`config.mk`:
```
export PLATFORM = sky130hd
export DESIGN_NAME = e1ram_top
export DESIGN_NICKNAME = d
export VERILOG_FILES = /design/src/inc/e1ram_pkg.sv /design/src/inc/e1ram_line_if.sv /design/src/core/e1ram_line_mon.sv /design/src/core/e1ram_top.sv
export SDC_FILE = /design/constraint.sdc
export NUM_CORES = 1
export LEC_CHECK = 0
export ABC_AREA = 1
export BUFFER_PORTS_ARGS = -buffer_cell sky130_fd_sc_hd__buf_2
export CORE_UTILIZATION = 55
export DETAILED_ROUTE_END_ITERATION = 10
export PLACE_DENSITY = 0.89
export SLEW_MARGIN = 40
export SYNTH_ARGS = -nofsm -noshare
export SYNTH_HDL_FRONTEND = slang
export SYNTH_HIERARCHICAL = 1
export SYNTH_SLANG_ARGS = --single-unit
```
`constraint.sdc`:
```
create_clock -name CLK -period 11.4 [get_ports CLK]
set_input_delay 2.28 -clock CLK [delete_from_list [all_inputs] [get_ports CLK]]
set_output_delay 2.28 -clock CLK [all_outputs]
set_load 0.01 [all_outputs]
```
`src/inc/e1ram_pkg.sv`:
```
package e1ram_pkg;
   // ------------------------------------------------------------
   // Register indices and byte addresses (index times four)
   // ------------------------------------------------------------
   localparam logic [7:0] IDX_STATUS = 8'h06;
   localparam logic [7:0] IDX_CTRL   = 8'h10;
   localparam logic [7:0] IDX_MASK   = 8'h16;
   localparam logic [7:0] IDX_SYNC   = 8'h1E;
   localparam logic [7:0] A_STATUS   = {IDX_STATUS[5:0], 2'b00};
   localparam logic [7:0] A_CTRL     = {IDX_CTRL[5:0], 2'b00};
   localparam logic [7:0] A_MASK     = {IDX_MASK[5:0], 2'b00};
   localparam logic [7:0] A_SYNC     = {IDX_SYNC[5:0], 2'b00};
   // ------------------------------------------------------------
   // Field positions and reset values
   // ------------------------------------------------------------
   localparam int SB_LOS  = 0;
   localparam int SB_CL   = 1;
   localparam int SB_FEA  = 2;
   localparam int SB_UA1  = 3;
   localparam int SB_SLIP = 4;
   localparam int SB_SA0  = 5;
   localparam int SB_DMA  = 6;
   localparam int SB_SA1  = 7;
   localparam int CB_CRC4   = 0;
   localparam int CB_EXTCL  = 1;
   localparam int CB_CLTEST = 2;
   localparam logic [7:0] CTRL_BITS = 8'h07;
   localparam logic [7:0] CTRL_RST  = 8'h00;
   localparam logic [7:0] MASK_RST  = 8'h00;
   // Timeslot bit n sits at index 8-n
   localparam int TS16_DMA_POS = 2;
   localparam int NAF_FEA_POS  = 5;
   localparam logic [3:0] MF_LAST = 4'hF;
   // ------------------------------------------------------------
   // Alarm criteria and timing
   // ------------------------------------------------------------
   localparam logic [11:0] CL_ZEROS_STD = 12'h0FF;
   localparam logic [11:0] CL_ZEROS_EXT = 12'h800;
   localparam logic [7:0]  CL_WIN_LAST  = 8'hFE;
   localparam logic [5:0]  CL_ONES_REL  = 6'h20;
   localparam logic [8:0]  UA_WIN_LAST  = 9'h1FF;
   localparam logic [1:0]  UA_ZEROS     = 2'h3;
   localparam logic [1:0]  SA1_ZEROS    = 2'h3;
   localparam logic [1:0]  DMA_RUN_LAST = 2'h1;
   localparam logic [1:0]  FEA_RUN_LAST = 2'h2;
   localparam int CLK_HZ          = 40_000_000;
   localparam int CRC4_SEARCH_MS  = 8;
   localparam int CRC4_SEARCH_CYC = CRC4_SEARCH_MS * (CLK_HZ / 1000);
   localparam logic [1:0] RESP_OKAY   = 2'h0;
   localparam logic [1:0] RESP_SLVERR = 2'h2;
endpackage

```
`src/inc/e1ram_line_if.sv`:
```
`timescale 1ns/1ps
interface e1ram_line_if;
   logic bit_stb;
   logic cl_bit;
   logic ua_bit;
   logic ext_sel;
   logic cl_alarm;
   logic ua_alarm;
   modport mon (input bit_stb, cl_bit, ua_bit, ext_sel, output cl_alarm, ua_alarm);
   modport ctl (output bit_stb, cl_bit, ua_bit, ext_sel, input cl_alarm, ua_alarm);
endinterface

```
`src/core/e1ram_line_mon.sv`:
```
`timescale 1ns/1ps
module e1ram_line_mon
   import e1ram_pkg::*;
(
   // Clock and reset
   input  wire logic   clk,
   input  wire logic   reset_n,
   // Line bits and alarms
   e1ram_line_if.mon   lif
);
   typedef struct packed {
      logic [11:0] zrun;
      logic [7:0]  clwin;
      logic [5:0]  clones;
      logic        cl;
      logic [8:0]  uawin;
      logic [1:0]  uazero;
      logic        ua;
   } e1ram_lm_t;

   e1ram_lm_t   s;
   e1ram_lm_t   n;
   logic [11:0] zlim;

   assign lif.cl_alarm = s.cl;
   assign lif.ua_alarm = s.ua;

   // ------------------------------------------------------------
   // Carrier loss and unframed all ones
   // ------------------------------------------------------------
   always_comb begin
      n = s;
      zlim = lif.ext_sel ? CL_ZEROS_EXT : CL_ZEROS_STD;
      if (lif.bit_stb) begin
         if (lif.cl_bit) begin
            n.zrun = '0;
         end else if (s.zrun != 12'hFFF) begin
            n.zrun = s.zrun + 12'h001;
         end
         if (!s.cl) begin
            if (!lif.cl_bit && s.zrun == zlim - 12'h001) begin
               n.cl     = 1'b1;
               n.clwin  = '0;
               n.clones = '0;
            end
         end else begin
            n.clwin = s.clwin + 8'h01;
            if (lif.cl_bit) begin
               n.clones = s.clones + 6'h01;
            end
            // Release as soon as the ones arrive, not at window end
            if (lif.cl_bit && s.clones == CL_ONES_REL - 6'h01) begin
               n.cl = 1'b0;
            end else if (s.clwin == CL_WIN_LAST) begin
               n.clwin  = '0;
               n.clones = '0;
            end
         end
         n.uawin = s.uawin + 9'h001;
         if (!lif.ua_bit && s.uazero != UA_ZEROS) begin
            n.uazero = s.uazero + 2'h1;
         end
         if (s.uawin == UA_WIN_LAST) begin
            n.ua     = n.uazero < UA_ZEROS;
            n.uazero = '0;
         end
      end
   end

   always_ff @(posedge clk) begin
      if (!reset_n) begin
         s <= '0;
      end else begin
         s <= n;
      end
   end
endmodule

```
`src/core/e1ram_top.sv`:
```
`timescale 1ns/1ps
module e1ram_top
   import e1ram_pkg::*;
#(
   parameter int CRC4_CYC = CRC4_SEARCH_CYC
)(
   // Clock and reset
   input  wire logic        CLK,
   input  wire logic        RESET_N,
   // AXI4-Lite write
   input  wire logic [7:0]  AWADDR,
   input  wire logic        AWVALID,
   output logic             AWREADY,
   input  wire logic [31:0] WDATA,
   input  wire logic [3:0]  WSTRB,
   input  wire logic        WVALID,
   output logic             WREADY,
   output logic [1:0]       BRESP,
   output logic             BVALID,
   input  wire logic        BREADY,
   // AXI4-Lite read
   input  wire logic [7:0]  ARADDR,
   input  wire logic        ARVALID,
   output logic             ARREADY,
   output logic [31:0]      RDATA,
   output logic [1:0]       RRESP,
   output logic             RVALID,
   input  wire logic        RREADY,
   // Line bits, one strobe per bit time
   input  wire logic        BIT_STB,
   input  wire logic        RX_POSITIVE_INPUT,
   input  wire logic        RX_NEGATIVE_INPUT,
   input  wire logic        LINE_INPUT_TIP,
   input  wire logic        LINE_INPUT_RING,
   // Framer
   input  wire logic        TS16_STB,
   input  wire logic [3:0]  TS16_FRAME,
   input  wire logic [7:0]  TS16_DATA,
   input  wire logic        NAF_STB,
   input  wire logic [7:0]  NAF_DATA,
   input  wire logic        SIG_CHANGE,
   input  wire logic        RX_SLIP_EVENT,
   input  wire logic        FRAMER_ALIGNED,
   input  wire logic        CRC4_SEARCHING,
   input  wire logic        CRC4_ALIGNED,
   // Interrupt
   output logic             INT_N
);
   localparam int CTW = $clog2(CRC4_CYC);
   localparam logic [CTW-1:0] CT_LAST = CTW'(CRC4_CYC - 1);

   typedef struct packed {
      logic [7:0]     ctrl;
      logic [7:0]     mask;
      logic [7:0]     flag;
      logic [7:0]     pend;
      logic           irq_n;
      logic [3:0]     prv;
      logic           sa1;
      logic           sa0;
      logic [1:0]     mf_zero;
      logic           mf_one;
      logic           dma;
      logic [1:0]     dma_run;
      logic           fea;
      logic [1:0]     fea_run;
      logic [5:0]     csc;
      logic [CTW-1:0] ctim;
      logic           aw_held;
      logic [7:0]     awaddr;
      logic           w_held;
      logic [7:0]     wdata;
      logic           wen;
      logic           awrdy;
      logic           wrdy;
      logic           bvalid;
      logic [1:0]     bresp;
      logic           arrdy;
      logic           rvalid;
      logic [7:0]     rdata;
      logic [1:0]     rresp;
   } e1ram_st_t;

   e1ram_st_t  s;
   e1ram_st_t  n;
   logic       rd_stat;
   logic [3:0] ts_zero;
   logic [2:0] mz;
   logic       one_any;
   logic       bit_dma;
   logic       bit_fea;
   logic [3:0] lvl;
   logic [7:0] set_v;
   logic [7:0] pend_v;

   e1ram_line_if lif ();

   assign lif.bit_stb = BIT_STB;
   // Test mode swaps analog pins for the recovered digital pair
   assign lif.cl_bit  = s.ctrl[CB_CLTEST] ?
                        (RX_POSITIVE_INPUT | RX_NEGATIVE_INPUT) :
                        (LINE_INPUT_TIP | LINE_INPUT_RING);
   assign lif.ua_bit  = RX_POSITIVE_INPUT | RX_NEGATIVE_INPUT;
   assign lif.ext_sel = s.ctrl[CB_EXTCL];

   e1ram_line_mon u_line (
      .clk     (CLK),
      .reset_n (RESET_N),
      .lif     (lif)
   );

   assign AWREADY = s.awrdy;
   assign WREADY  = s.wrdy;
   assign BVALID  = s.bvalid;
   assign BRESP   = s.bresp;
   assign ARREADY = s.arrdy;
   assign RVALID  = s.rvalid;
   assign RRESP   = s.rresp;
   assign RDATA   = {24'h000000, s.rdata};
   assign INT_N   = s.irq_n;

   // ------------------------------------------------------------
   // Timeslot 16 zero count
   // ------------------------------------------------------------
   always_comb begin
      ts_zero = 4'h0;
      for (int i = 0; i < 8; i++) begin
         ts_zero = ts_zero + {3'h0, ~TS16_DATA[i]};
      end
   end

   // ------------------------------------------------------------
   // Next state
   // ------------------------------------------------------------
   always_comb begin
      n = s;
      rd_stat = 1'b0;
      mz = 3'h0;
      one_any = 1'b0;
      bit_dma = TS16_DATA[TS16_DMA_POS];
      bit_fea = NAF_DATA[NAF_FEA_POS];
      // Register bus, write side
      if (AWVALID && s.awrdy) begin
         n.aw_held = 1'b1;
         n.awaddr  = AWADDR;
      end
      if (WVALID && s.wrdy) begin
         n.w_held = 1'b1;
         n.wdata  = WDATA[7:0];
         n.wen    = WSTRB[0];
      end
      if (s.bvalid && BREADY) begin
         n.bvalid = 1'b0;
      end
      if (s.aw_held && s.w_held && !s.bvalid) begin
         n.aw_held = 1'b0;
         n.w_held  = 1'b0;
         n.bvalid  = 1'b1;
         n.bresp   = RESP_OKAY;
         case (s.awaddr)
            A_CTRL: begin
               if (s.wen) begin
                  n.ctrl = s.wdata & CTRL_BITS;
               end
            end
            A_MASK: begin
               if (s.wen) begin
                  n.mask = s.wdata;
               end
            end
            A_STATUS, A_SYNC: n.bresp = RESP_OKAY;
            default: n.bresp = RESP_SLVERR;
         endcase
      end
      // Only one write in flight; ready drops until the response goes
      n.awrdy = !n.aw_held && !n.bvalid;
      n.wrdy  = !n.w_held && !n.bvalid;
      // Register bus, read side
      if (s.rvalid && RREADY) begin
         n.rvalid = 1'b0;
      end
      if (ARVALID && s.arrdy) begin
         n.rvalid = 1'b1;
         n.rresp  = RESP_OKAY;
         case (ARADDR)
            A_STATUS: begin
               n.rdata = s.flag;
               rd_stat = 1'b1;
            end
            A_CTRL: n.rdata = s.ctrl;
            A_MASK: n.rdata = s.mask;
            A_SYNC: n.rdata = {s.csc[5:2], s.csc[0], 3'h0};
            default: begin
               n.rdata = 8'h00;
               n.rresp = RESP_SLVERR;
            end
         endcase
      end
      n.arrdy = !n.rvalid;
      // Signaling multiframe, evaluated regardless of CAS/CCS mode
      if (TS16_STB) begin
         mz = (TS16_FRAME == 4'h0) ? 3'h0 : {1'b0, s.mf_zero};
         mz = mz + ((ts_zero > 4'h3) ? 3'h3 : ts_zero[2:0]);
         if (mz > 3'h3) begin
            mz = 3'h3;
         end
         one_any = (|TS16_DATA) | ((TS16_FRAME != 4'h0) && s.mf_one);
         n.mf_zero = mz[1:0];
         n.mf_one  = one_any;
         if (TS16_FRAME == MF_LAST) begin
            n.sa1 = mz[1:0] < SA1_ZEROS;
            n.sa0 = !one_any;
         end
         if (TS16_FRAME == 4'h0) begin
            if (bit_dma == s.dma) begin
               n.dma_run = 2'h0;
            end else if (s.dma_run == DMA_RUN_LAST) begin
               n.dma     = bit_dma;
               n.dma_run = 2'h0;
            end else begin
               n.dma_run = s.dma_run + 2'h1;
            end
         end
      end
      // Far-end alarm on the non-align frame
      if (NAF_STB) begin
         if (bit_fea == s.fea) begin
            n.fea_run = 2'h0;
         end else if (s.fea_run == FEA_RUN_LAST) begin
            n.fea     = bit_fea;
            n.fea_run = 2'h0;
         end else begin
            n.fea_run = s.fea_run + 2'h1;
         end
      end
      // CRC4 search counter
      if (!s.ctrl[CB_CRC4] || CRC4_ALIGNED) begin
         n.csc  = 6'h00;
         n.ctim = '0;
      end else if (CRC4_SEARCHING) begin
         if (s.ctim == CT_LAST) begin
            n.ctim = '0;
            n.csc  = s.csc + 6'h01;
         end else begin
            n.ctim = s.ctim + CTW'(1);
         end
      end
      // Level alarms: unframed ones, far end, carrier, alignment
      lvl = {lif.ua_alarm, n.fea, lif.cl_alarm, !FRAMER_ALIGNED};
      n.prv = lvl;
      set_v = {n.sa1 | SIG_CHANGE, n.dma, n.sa0 | SIG_CHANGE,
               RX_SLIP_EVENT, lvl};
      pend_v = {(n.sa1 & !s.sa1) | SIG_CHANGE, n.dma & !s.dma,
                (n.sa0 & !s.sa0) | SIG_CHANGE, RX_SLIP_EVENT,
                lvl ^ s.prv};
      // New events are ORed in after the read clear
      n.flag = set_v | (rd_stat ? 8'h00 : s.flag);
      n.pend = pend_v | (rd_stat ? 8'h00 : s.pend);
      n.irq_n = !(|(n.pend & s.mask));
   end

   always_ff @(posedge CLK) begin
      if (!RESET_N) begin
         s       <= '0;
         s.ctrl  <= CTRL_RST;
         s.mask  <= MASK_RST;
         s.irq_n <= 1'b1;
      end else begin
         s <= n;
      end
   end
endmodule

```
# After elaboration in Yosys (flattened, before gate mapping)
# Index checks and enable logic that the tools add are counted.
[word_totals] register_bits=143 latchBits=0 ram_bits=0 mem_bits_ro=0 in_bits=91 output_inout_bits=42 wordCells=190 mem_count=0
[classes] n_addsub=18 mul=0 div_mod_pow=0 magnitude_cmp=4 eq_ne=20 shifts=0 mux=45 n_bitwise=23 n_reduce_logical=44
[ops] operator="8-bit by 7-bit == test with 1-bit output, second input constant" count=6
[ops] operator="12-bit 2-to-1 mux" count=3
[ops] operator="8-bit one-hot mux with 4 select lines" count=1
[ops] operator="15-bit 2-to-1 mux" count=2
[ops] operator="14-bit 2-to-1 mux" count=2
[ops] operator="2-bit 2-to-1 mux" count=12
[ops] operator="8-bit 2-to-1 mux" count=3
[ops] operator="19-bit by 1-bit adder with 19-bit output, second input constant" count=1
[ops] operator="19-bit == test, second input constant" count=1
[ops] operator="19-bit 2-to-1 mux" count=1
[ops] operator="4-bit by 1-bit adder with 4-bit output" count=4
[ops] operator="8-bit by 5-bit == test with 1-bit output, second input constant" count=2
[ops] operator="8-bit bitwise OR" count=2
[ops] operator="8-bit OR reduction" count=2
[ops] operator="3-bit 2-to-1 mux" count=5
[ops] operator="1-bit zero test" count=14
[ops] operator="1-bit logical AND" count=13
[ops] operator="12-bit by 1-bit adder with 12-bit output, second input constant" count=1
[ops] operator="6-bit by 1-bit adder with 6-bit output, second input constant" count=2
[ops] operator="12-bit == test" count=1
[ops] operator="1-bit 2-to-1 mux" count=12
[ops] operator="12-bit inequality test, second input constant" count=1
[ops] operator="12-bit by 1-bit subtractor with 12-bit output, second input constant" count=1
[ops] operator="11-bit 2-to-1 mux" count=1
[ops] operator="34 further kinds" count=61

# Longest topological paths before layout
# Gate-level depths: netlist (run 1).
[logic_depth] depth_word=23 mapped_depth=21 ltp_nobuf=21

# By module
# Netlist (run 1), hierarchy kept.
[by_module_without_submodules] mod="e1ram_top" n_inst=1 cells_per_inst=658 area_per_inst_um2=4878.4 seq_area_each_um2=2021.9
[by_module_without_submodules] mod="e1ram_line_mon" n_inst=1 cells_per_inst=336 area_per_inst_um2=2194.6 seq_area_each_um2=780.7

# Least setup slack after synthesis (run 1)
# No wires, ideal clock.
[synth_path] path_kind="input port to flip-flop" start="input TS16_DATA[0]" end="register s, in the netlist INT_N" setup_time_ns=0.061 arrival_ns=5.931 required_ns=11.339 setup_slack_ns=5.408 path_stages=21 path_buffers=0 cell_sequence="inv_1 > fa_1 > fa_1 > fa_1 > ha_1 > fa_1 > nor2_1 > a31oi_1 > or2_2 > ha_1 > inv_1 > fa_1 > nand2_1 > nand2_1 > nand3_1 > nand2_1 > inv_1 > a21oi_1 > nor2_1 > nand3_1 > nand2_1"
[synth_between] elab_chain_len=23 word_cells_on_any_way=28 cone_classes="add/sub (8); order compare (3); mux (5); bitwise (8); reduce/logical (4)"
[synth_rtl] element="start: declaration" line="e1ram_top.sv:38" rtl="input wire logic [7:0] TS16_DATA,"
[synth_rtl] element="1-bit NOT" line="e1ram_top.sv:128" rtl="ts_zero = ts_zero + {3'h0, ~TS16_DATA[i]};"
[synth_rtl] element="1-bit by 1-bit adder with 2-bit output" line="e1ram_top.sv:128"
[synth_rtl] element="2-bit by 1-bit adder with 3-bit output" line="e1ram_top.sv:128"
[synth_rtl] element="3-bit by 1-bit adder with 4-bit output" line="e1ram_top.sv:128"
[synth_rtl] element="4-bit by 1-bit adder with 4-bit output (4 in series)" line="e1ram_top.sv:128"
[synth_rtl] element="4-bit by 2-bit > comparator with 1-bit output" line="e1ram_top.sv:203" rtl="mz = mz + ((ts_zero > 4'h3) ? 3'h3 : ts_zero[2:0]);"
[synth_rtl] element="3-bit 2-to-1 mux" line="e1ram_top.sv:203"
[synth_rtl] element="2-bit by 3-bit adder with 3-bit output" line="e1ram_top.sv:203"
[synth_rtl] element="[4 not listed]"
[synth_rtl] element="2-bit 2-to-1 mux (*)" line="e1ram_top.sv:210" rtl="if (TS16_FRAME == MF_LAST) begin"
[synth_rtl] element="8-bit 2-to-1 mux (*)" line="e1ram_top.sv:201" rtl="if (TS16_STB) begin"
[synth_rtl] element="1-bit bitwise AND" line="e1ram_top.sv:253" rtl="pend_v = {(n.sa1 & !s.sa1) | SIG_CHANGE, n.dma & !s.dma,"
[synth_rtl] element="1-bit bitwise OR" line="e1ram_top.sv:253"
[synth_rtl] element="8-bit bitwise OR (*)" line="e1ram_top.sv:258" rtl="n.pend = pend_v | (rd_stat ? 8'h00 : s.pend);"
[synth_rtl] element="8-bit bitwise AND (*)" line="e1ram_top.sv:259" rtl="n.irq_n = !(|(n.pend & s.mask));"
[synth_rtl] element="8-bit OR reduction (*)" line="e1ram_top.sv:259"
[synth_rtl] element="1-bit zero test (*)" line="e1ram_top.sv:259"
[synth_rtl] element="end signal: assignment" line="e1ram_top.sv:269" rtl="s <= n;"
[synth_rtl] element="end: declaration" line="e1ram_top.sv:84" rtl="e1ram_st_t s;"
# Mark *: on every way between the ends. The rest lies on a longest branch, timed or not. The select of a mux whose other input is x is not followed.
# A chain may end at the register's enable or synchronous reset.

# Worst setup path in the final report (run 1)
# Same ends and word-level chain as after synthesis.

==> results of run 1 <==
[final cells by class]
class	instances	area (um^2)
fillers	1060	4550
multi-input cells	706	3560
clock buffers	20	457
flip-flops and latches	140	2800
clock inverters	12	163
repair buffers	73	368
well taps	172	215
inverters	120	453
[final timing paths]
path           end  slack (ns)  cells past startpoint
max          INT_N        5.46                     21
min          s[65]        0.43                      2
max reg2reg  INT_N        9.32                     13
min reg2reg  s[65]        0.43                      2
[layer usage]
| layer | routed length, um | up-vias | share of wire, % | GRT usage [%] |
|---|---|---|---|---|
| li1 | - | 3276 | - | - |
| met2 | 7190 | 171 | 49 | 41.2 |
| met5 | 0 | - | 0 | 0 |
| met3 | 654 | 16 | 4.4 | 5.54 |
| met4 | 136 | 0 | 0.92 | 8.74 |
| met1 | 6770 | 2900 | 46 | 29.3 |
[power groups by stage]
| stage | Clock (uW) | Sequential [uW] | Combinational (uW) |
|---|---|---|---|
| global placement | 0 | 520 | 88.0 |
| detailed placement | 0 | 520 | 92.6 |
| floorplan | 0 | 519 | 72.9 |
| global route | 601 | 512 | 110 |
| finish | 571 | 510 | 94.1 |
| CTS | 578 | 510 | 93.5 |
[stage by stage]
step	area (um^2)	utilization, %
after floorplan	7170	-
after global placement	7400	58.9
after CTS	8020	63.8
final	8020	63.8
after detailed placement	7400	58.9
after global routing	8020	63.8
[cell families after synthesis]
kind of cell,count (synthesis),share of synthesized area [%]
buffers and inverters,173,11.4
flip-flops,140,39.6
AO/OA/AOI/OAI,167,12.6
multiplexers,4,0.584
adder cells (fa/ha/maj),19,3.89
XOR/XNOR,17,2.11
other,1,0.0530
AND/OR/NAND/NOR,473,29.7
[layout by cell type, fill, tap and decap left out, drive strengths merged]
cell      instances
nand2           215
nor2            163
dfxtp           140
inv             120
a21oi            83
buf              73
o21ai            65
nand3            50
conb             26
nor3             21
clkbuf           20
nand4            17
ha               14
xor2             11
a31oi             6
xnor2             6
fa                5
clkinvlp          5
o211ai            4
o221ai            4
clkinv            4
mux2i             3
bufinv            3
nor4              3
a21boi            2
or2               1
o21ba             1
nor3b             1
o21bai            1
mux2              1
nand3b            1
o21a              1
and3              1
[critical path: cells and delay by family]
| family | cells | cell delay, ns |
|---|---|---|
| fa+ha+maj | 7 | 2.67 |
| simple gates | 8 | 0.68 |
| compound gates | 2 | 0.37 |
| buf+inv | 4 | 0.22 |
==> impl_metrics.csv, run 1 <==
group,metric,value,unit
global_route,antenna_found_initial,0,
die,initial_core_util,56.3,%
detailed_routing,dr.pass1.iters,5,
hold_path,hold_class,"register to register",
power_and_ir_drop,pwr-share-clk,48.6,%
logic_synthesis,synth.most_common_cell,"nand2_1",
finish,antennaDiodeCount,0,
setup_path,crit_start,"TS16_DATA[0]",
setup_path,end_kind,"register",
die,top_level_ports,133,
place,place_congestion,0.849,
logic_synthesis,synth_cells,994,
die,num_rows,41,
logic_synthesis,yosys_most_used_dff,"dfxtp_1",
power_and_ir_drop,p_switching,281,uW
die,dieHeight,115,um
sta,rsz0062_at_grt,"false",
power_and_ir_drop,leakage,0.00339,uW
power_and_ir_drop,pwr-share-comb,8.0,%
logic_synthesis,synth_top_area_share,39.6,%
global_route,grt.total_usage,24.0,%
clocking,tritoncts,"built",
power_and_ir_drop,internal_power,894,uW
detailed_routing,drc,0,
sta,finClkSkew,0.0205,ns
detailed_routing,wl_per_cell,11.9,um
power_and_ir_drop,p_seq_share,43.4,%
power_and_ir_drop,ir_drop,0.000138,V
die,dieArea,13300,um^2
clocking,cts_resized,0,
global_route,overflow,0,
finish,layout-drive-gt1-share,14.0,%
logic_synthesis,yosysWarnings,6,
finish,area.growth.synth_to_final,13.3,%
hold_path,hold_path_startpoint,"s[65]",
global_route,grt_max_degree,59,
setup_path,cp_common_cell,"fa_1",
logic_synthesis,synth_common_cells,"203 x nand2_1, 151 x nor2_1, 140 x dfxtp_1",
finish,fin_nets,1168,
setup_path,cp.arrival,6.24,ns
setup_path,crit_slowest_cell,"fa_1",
setup_path,path_max_fanout,2,
sta,hold_viol,0,
finish,regMostFlops,"s",
status,status,"finished, final reports clean",
place,pre_cts_ws,5.10,ns
setup_path,cp_cell_sequence,"buf_2, inv_1, fa_1, fa_1, fa_1, ha_1, fa_1, a31oi_1, or2_2, ha_1, inv_1, fa_1, nand2_1, nand2_1, nand3_1, nand2_1, inv_1, a21oi_1, nor2_1, nand3_1, nand2_1",
clocking,clock_path_buffers,2,
logic_synthesis,ys_ff_latch,140,
detailed_routing,vias,6363,
place,post-dp-hpwl,10300,um
logic_synthesis,synth_area_leaders,"dfxtp_1 40%, nand2_1 11%, nor2_1 8.0%",
logic_synthesis,synth-edff-count,0,
clocking,cts_buffers,17,
clocking,cts_root_buf,"clkbuf_16",
detailed_routing,drtIter0Drc,482,
sta,fin_crit_sh,52.1,%
sta,worst_pin_slew,0.684,ns
sta,period_minus_slack,5.94,ns
logic_synthesis,synth-seq-area-share,39.6,%
detailed_routing,avgViaCountPerCell,5.12,
place,port_buffers,72,
global_route,grt_pass1_vias,5920,
clocking,clk_latency,0.43,ns
setup_path,path_class,"primary input to register",
logic_synthesis,syn_area,7070,um^2
clocking,htreeDepth,4,
finish,final_cells,1243,
detailed_routing,wl,14800,um
clocking,postCtsHoldBufs,0,
sta,timing.final.ws_setup,5.46,ns
power_and_ir_drop,power,1180,uW
die,core,12600,um^2
sta,hold_ws,0.429,ns
clocking,cts_setup_buffers,0,
run,maxCapViolations,0,
logic_synthesis,syn_area_per_cell,7.12,um^2
clocking,path_clk_slew,0.06,ns
setup_path,critPathMaxStageDelay,0.55,ns
detailed_routing,ant_nets,0,
setup_path,worst_setup_path_start_kind,"primary input",
logic_synthesis,yosysUniqueCellTypes,46,
sta,timing.fmax,168,MHz
setup_path,worstPathRequired,11.70,ns
clocking,clkSinkCount,140,
power_and_ir_drop,p_per_area,147,nW/um^2
sta,slew_violations,0,
power_and_ir_drop,swShare,23.9,%
place,dp.cells,1211,
logic_synthesis,async_reset_ff_share,0,%
setup_path,r2r_start,"s[68]",
die,fp.dieW,115,um
sta,fin_setup_tns,0,ns
sta,finalSetupViolations,0,
global_route,grt_pass1_wl,25400,um
finish,largest_reg_flops,84,
sta,slew_headroom,54.4,%
logic_synthesis,synth_top_area_cell,"dfxtp_1",
No activity file was read; power rests on OpenSTA's default activity.
==> run 2, diff against run 1 <==
- clock period: 11.4 -> 5.5 ns (I/O delays scaled with it)
==> run 2 against run 1 <==
  * Clock power increased by 94%
  * Combinational power up 110%
  * Count of clock-buffer cells in the layout decreased by 3
  * Largest cell class unchanged
  * Total power grew 100%
  * Sequential power rose by 110%
  * Final cell count unchanged
  * Critical endpoint unchanged
  * Design area shrank 0.53%
  * Highest routed layer unchanged
  * Clock skew decreased by 0.013 ns
  * Via count fell by 1.2%
  * Critical path depth is 1 higher
  * Core utilization decreased by 0.34 points
==> impl_metrics.csv, run 2 (synthesis results as in run 1) <==
group,metric,value,unit
setup_path,worst_setup_path_start_kind,"primary input",
finish,regMostFlops,"s",
die,dieArea,13300,um^2
clocking,cts_buffers,17,
hold_path,hold_class,"register to register",
die,top_level_ports,133,
clocking,htreeDepth,4,
power_and_ir_drop,leakage,0.00337,uW
finish,n_fill_cell,1074,
sta,fin_crit_sh,85.5,%
global_route,grt_use_met2,42.1,%
clocking,cts_root_buf,"clkbuf_16",
die,fp.dieW,115,um
global_route,use_met1,27.7,%
finish,antennaDiodeCount,0,
place,port_buffers,72,
global_route,gr-max-usage-layer,"met2",
setup_path,path_class,"primary input to register",
detailed_routing,avgViaCountPerCell,5.06,
setup_path,cp.arrival,5.07,ns
finish,mostFrequentLayoutCells,"203 x nand2_1, 151 x nor2_1, 140 x dfxtp_1, 111 x inv_1, 82 x a21oi_1",
detailed_routing,dr.pass1.iters,8,
sta,rsz0062_at_grt,"false",
power_and_ir_drop,power,2360,uW
global_route,grt_max_degree,55,
global_route,grt_pass1_vias,5837,
clocking,path_clk_slew,0.06,ns
setup_path,worstPathRequired,5.87,ns
clocking,clkSinkCount,140,
global_route,antenna_found_initial,0,
finish,fin_nets,1168,
detailed_routing,wl,14500,um
finish,largest_reg_flops,84,
detailed_routing,drc,0,
setup_path,crit_start,"TS16_DATA[0]",
sta,hold_ws,0.462,ns
clocking,postCtsHoldBufs,0,
detailed_routing,ant_nets,0,
die,initial_core_util,56.3,%
place,place_congestion,0.855,
global_route,grt_pass1_wl,25000,um
clocking,cts_resized,0,
sta,timing.fmax,213,MHz
die,dieHeight,115,um
place,post-dp-hpwl,10500,um
global_route,grt.total_usage,23.5,%
finish,layout-drive-gt1-share,14.1,%
finish,area.growth.synth_to_final,12.7,%
sta,fin_setup_tns,0,ns
clocking,cts_setup_buffers,0,
sta,hold_viol,0,
power_and_ir_drop,p_per_area,296,nW/um^2
sta,period_minus_slack,4.70,ns
global_route,met3_usage,5.69,%
setup_path,path_max_fanout,2,
hold_path,hold_path_startpoint,"s[26]",
clocking,tritoncts,"built",
sta,slew_headroom,58.0,%
global_route,overflow,0,
status,status,"finished, final reports clean",
clocking,clk_latency,0.42,ns
detailed_routing,vias,6287,
sta,finClkSkew,0.00746,ns
detailed_routing,wl_per_cell,11.7,um
detailed_routing,drtIter0Drc,510,
run,maxCapViolations,0,
die,num_rows,41,
die,core,12600,um^2
clocking,clock_path_buffers,2,
setup_path,r2r_start,"s[103]",
sta,slew_violations,0,
sta,worst_pin_slew,0.629,ns
finish,final_common_cell,"nand2_1",
setup_path,end_kind,"register",
sta,finalSetupViolations,0,
power_and_ir_drop,ir_drop,0.000249,V
==> run 2: changes by cell type in the layout (fill, tap and decap cells not counted), sizes merged <==
cell	previous run	this run
clkbuf	20	17
inv	120	127
clkinv	4	2
bufinv	3	1
==> run 2: final cells by class <==
type | instances | area [um^2] | area share [%]
flip-flops and latches | 140 | 2800 | 35.1
clock buffers | 17 | 425 | 5.34
multi-input cells | 706 | 3560 | 44.6
inverters | 120 | 453 | 5.68
repair buffers | 73 | 368 | 4.61
clock inverters | 15 | 151 | 1.90
well taps | 172 | 215 | 2.70
==> run 2: critical path: stages <==
cell and delay (ns):
buf_2 0.07, inv_1 0.06, fa_1 0.57, fa_1 0.45, fa_1 0.46, ha_1 0.23, fa_1 0.38, nor2_1 0.12
a31oi_1 0.05, or2_2 0.28, ha_1 0.18, inv_1 0.06, fa_1 0.42, nand2_1 0.08, nand2_1 0.07, nand3_1 0.08
nand2_1 0.05, inv_1 0.07, a21oi_1 0.06, nor2_1 0.11, nand3_1 0.08, nand2_1 0.05
==> run 2: path summary, 6_finish.rpt <==
| check | endpoint | slack [ns] | depth (start not counted) |
|---|---|---|---|
| setup / recovery | INT_N | 0.80 | 22 |
| hold reg to reg | WREADY | 0.46 | 1 |
| setup reg to reg | u_line/s[34] | 3.49 | 12 |
| hold / removal | WREADY | 0.46 | 1 |
==> run 2: through the flow <==
stage | cell area, um^2 | worst slack (ns) | std cells | util, %
2_1_floorplan | 7170 | 0.688 | 1019 | -
3_3_place_gp | 7400 | 0.495 | 1211 | 58.9
3_5_place_dp | 7400 | 0.374 | 1211 | 58.9
4_1_cts | 7970 | 0.808 | 1243 | 63.4
5_1_grt | 7970 | 0.576 | 1243 | 63.4
6_report | 7970 | 0.796 | 1243 | 63.4
==> run 2: per-layer routing <==
layer  share of wire (%)  wire (um)  vias to the layer above
met4                 1.1        157                        0
met5                   0          0                        -
li1                    -          -                     3271
met2                  49       7140                      133
met1                  46       6630                     2867
met3                 4.1        592                       16
==> run 2: report_power, final <==
group          total (uW)  internal (uW)  switching, uW
sequential           1060           1040           15.4
combinational         193           72.1            121
clock                1110            636            473
total                2360           1750            610
==> run 3, diff against run 2 <==
- SYNTH_HIERARCHICAL: 1 -> not set
==> run 3 against run 2 <==
  * Final cell count grew 1.7%
  * Register-to-register slack lost 0.11 ns
  * Core utilization grew 2.2 points
  * Synthesized area down 0.73%
  * Die area down 0.71%
  * Non-clock buffer count increased by 1
  * Clock skew barely moved
  * Count of clock-buffer cells in the layout is 6 higher
  * Hold slack got worse by 0.035 ns
  * Critical path type unchanged
==> impl_metrics.csv, run 3 <==
group,metric,value,unit
detailed_routing,ant_nets,0,
logic_synthesis,synth-edff-count,0,
logic_synthesis,syn_area,7020,um^2
global_route,grt_pass1_vias,6034,
power_and_ir_drop,ir_drop,0.000293,V
setup_path,path_class,"primary input to register",
clocking,cts_setup_buffers,0,
detailed_routing,dr.pass1.iters,7,
setup_path,worstPathRequired,5.79,ns
detailed_routing,avgViaCountPerCell,5.15,
logic_synthesis,synth_top_area_cell,"dfxtp_1",
finish,mostFrequentLayoutCells,"240 x nand2_1, 140 x dfxtp_1, 136 x inv_1, 132 x nor2_1, 84 x a21oi_1",
detailed_routing,wl_per_cell,12.2,um
logic_synthesis,synth.most_common_cell,"nand2_1",
finish,post-route-util,65.6,%
die,core,12200,um^2
logic_synthesis,synthXorXnorAreaFrac,2.37,%
die,initial_core_util,57.5,%
clocking,cts_buffers,17,
finish,layout-drive-gt1-share,11.4,%
clocking,cts_resized,0,
clocking,htreeDepth,4,
clocking,postCtsHoldBufs,0,
clocking,cts_root_buf,"clkbuf_16",
setup_path,cp.arrival,5.12,ns
logic_synthesis,synth_cells,1019,
clocking,clock_path_buffers,2,
logic_synthesis,yosys_most_used_dff,"dfxtp_1",
logic_synthesis,synth_top_family_by_area,"simple AND/OR/NAND/NOR gates",
finish,antennaDiodeCount,0,
setup_path,cp_cell_sequence,"buf_2, inv_1, fa_1, fa_1, fa_1, ha_1, fa_1, nand2_1, nor2_1, a21oi_1, or2_2, ha_1, inv_1, fa_1, nand2_1, nand2_1, nand3_1, nand2_1, inv_1, a21oi_1, nor2_1, nand3_1, nand2_1",
sta,timing.fmax,207,MHz
logic_synthesis,synth_mux_area_share,0.143,%
die,dieHeight,115,um
sta,rsz0062_at_grt,"false",
logic_synthesis,ys_ff_latch,140,
setup_path,critPathMaxStageDelay,0.56,ns
sta,hold_ws,0.427,ns
finish,area.growth.synth_to_final,14.1,%
run,maxCapViolations,0,
place,port_buffers,72,
sta,slew_violations,0,
logic_synthesis,yosysUniqueCellTypes,41,
global_route,grt_pass1_wl,26000,um
sta,slew_headroom,52.2,%
finish,largest_reg_flops,84,
detailed_routing,drc,0,
power_and_ir_drop,power,2510,uW
detailed_routing,drtIter0Drc,442,
place,place_congestion,0.866,
die,fp.dieW,115,um
sta,worst_pin_slew,0.712,ns
logic_synthesis,syn_area_per_cell,6.89,um^2
clocking,path_clk_slew,0.06,ns
finish,regMostFlops,"s",
setup_path,r2r_slack,3.38,ns
setup_path,worst_setup_path_start_kind,"primary input",
clocking,tritoncts,"built",
setup_path,end_kind,"register",
detailed_routing,vias,6506,
global_route,grt_max_degree,58,
finish,n_fill_cell,1020,
sta,hold_viol,0,
logic_synthesis,synthAdderAreaFrac,3.92,%
hold_path,holdPathStages,2,
global_route,antenna_found_initial,0,
finish,final_cells,1264,
sta,finClkSkew,0.00700,ns
sta,period_minus_slack,4.83,ns
logic_synthesis,synth-compound-area-share,11.8,%
power_and_ir_drop,p_per_area,314,nW/um^2
finish,fin_nets,1193,
place,dp.cells,1232,
logic_synthesis,synth_top_area_share,39.9,%
clocking,clkSinkCount,140,
hold_path,hold_class,"register to register",
sta,fin_crit_sh,87.8,%
logic_synthesis,synth_common_cells,"240 x nand2_1, 140 x dfxtp_1, 136 x inv_1",
clocking,clk_latency,0.42,ns
logic_synthesis,yosysWarnings,0,
detailed_routing,wl,15400,um
die,dieArea,13200,um^2
finish,final_common_cell,"nand2_1",
setup_path,path_max_fanout,2,
sta,fin_setup_tns,0,ns
logic_synthesis,synth_area_leaders,"dfxtp_1 40%, nand2_1 13%, inv_1 7.3%",
logic_synthesis,synthSimpleGateAreaFrac,29.1,%
setup_path,ff2ff_path_depth,13,
die,num_rows,40,
setup_path,crit_slowest_cell,"fa_1",
die,top_level_ports,133,
logic_synthesis,async_reset_ff_share,0,%
place,post-dp-hpwl,10800,um
sta,finalSetupViolations,0,
status,status,"finished, final reports clean",
logic_synthesis,synth-seq-area-share,39.9,%
power_and_ir_drop,leakage,0.00351,uW
global_route,grt.total_usage,24.7,%
global_route,overflow,0,
[run 3: final cells by class]
type,instances,area [um^2],area share [%]
multi-input cells,707,3420,42.7
flip-flops and latches,140,2800,35.0
inverters,143,537,6.70
clock buffers,23,508,6.34
repair buffers,74,375,4.68
well taps,168,210,2.62
clock inverters,9,156,1.95
[run 3: final timing paths]
| check | start | to |
|---|---|---|
| worst min register to register | s[65] | s[65] |
| worst min-delay path | s[65] | s[65] |
| worst max register to register | s[68] | INT_N |
| worst max-delay path | TS16_DATA[0] | INT_N |
[run 3: critical path, delay by kind of cell]
family | cells | cell delay (ns)
AO/OA/AOI/OAI | 2 | 0.30
buffers and inverters | 4 | 0.24
adder cells (fa/ha/maj) | 7 | 2.69
AND/OR/NAND/NOR | 10 | 0.80
[run 3: report_power, final]
group          switching (uW)  internal, uW
sequential               15.3          1040
combinational             126          72.6
clock                     428           832
total                     569          1950
[run 3: through the flow]
| step | cell area (um^2) | setup slack [ns] |
|---|---|---|
| 6_report | 8010 | 0.669 |
| 5_1_grt | 8010 | 0.426 |
| 4_1_cts | 8010 | 0.704 |
| 3_5_place_dp | 7350 | 0.346 |
| 3_3_place_gp | 7350 | 0.466 |
| 2_1_floorplan | 7120 | 0.694 |
[run 3: cell families after synthesis]
kind of cell	Yosys count
flops	140
buf+inv	197
xor+xnor	19
mux	1
fa+ha+maj	19
other cells	1
simple gates	482
compound gates	160
[run 3: layer usage]
layer	vias to the layer above	routed length, um	global-route usage [%]	part of all wire [%]
met5	-	0	0	0
met4	0	174	8.74	1.1
li1	3317	-	-	-
met1	2944	6840	30.5	44
met3	21	916	5.96	6.0
met2	224	7460	42.0	48
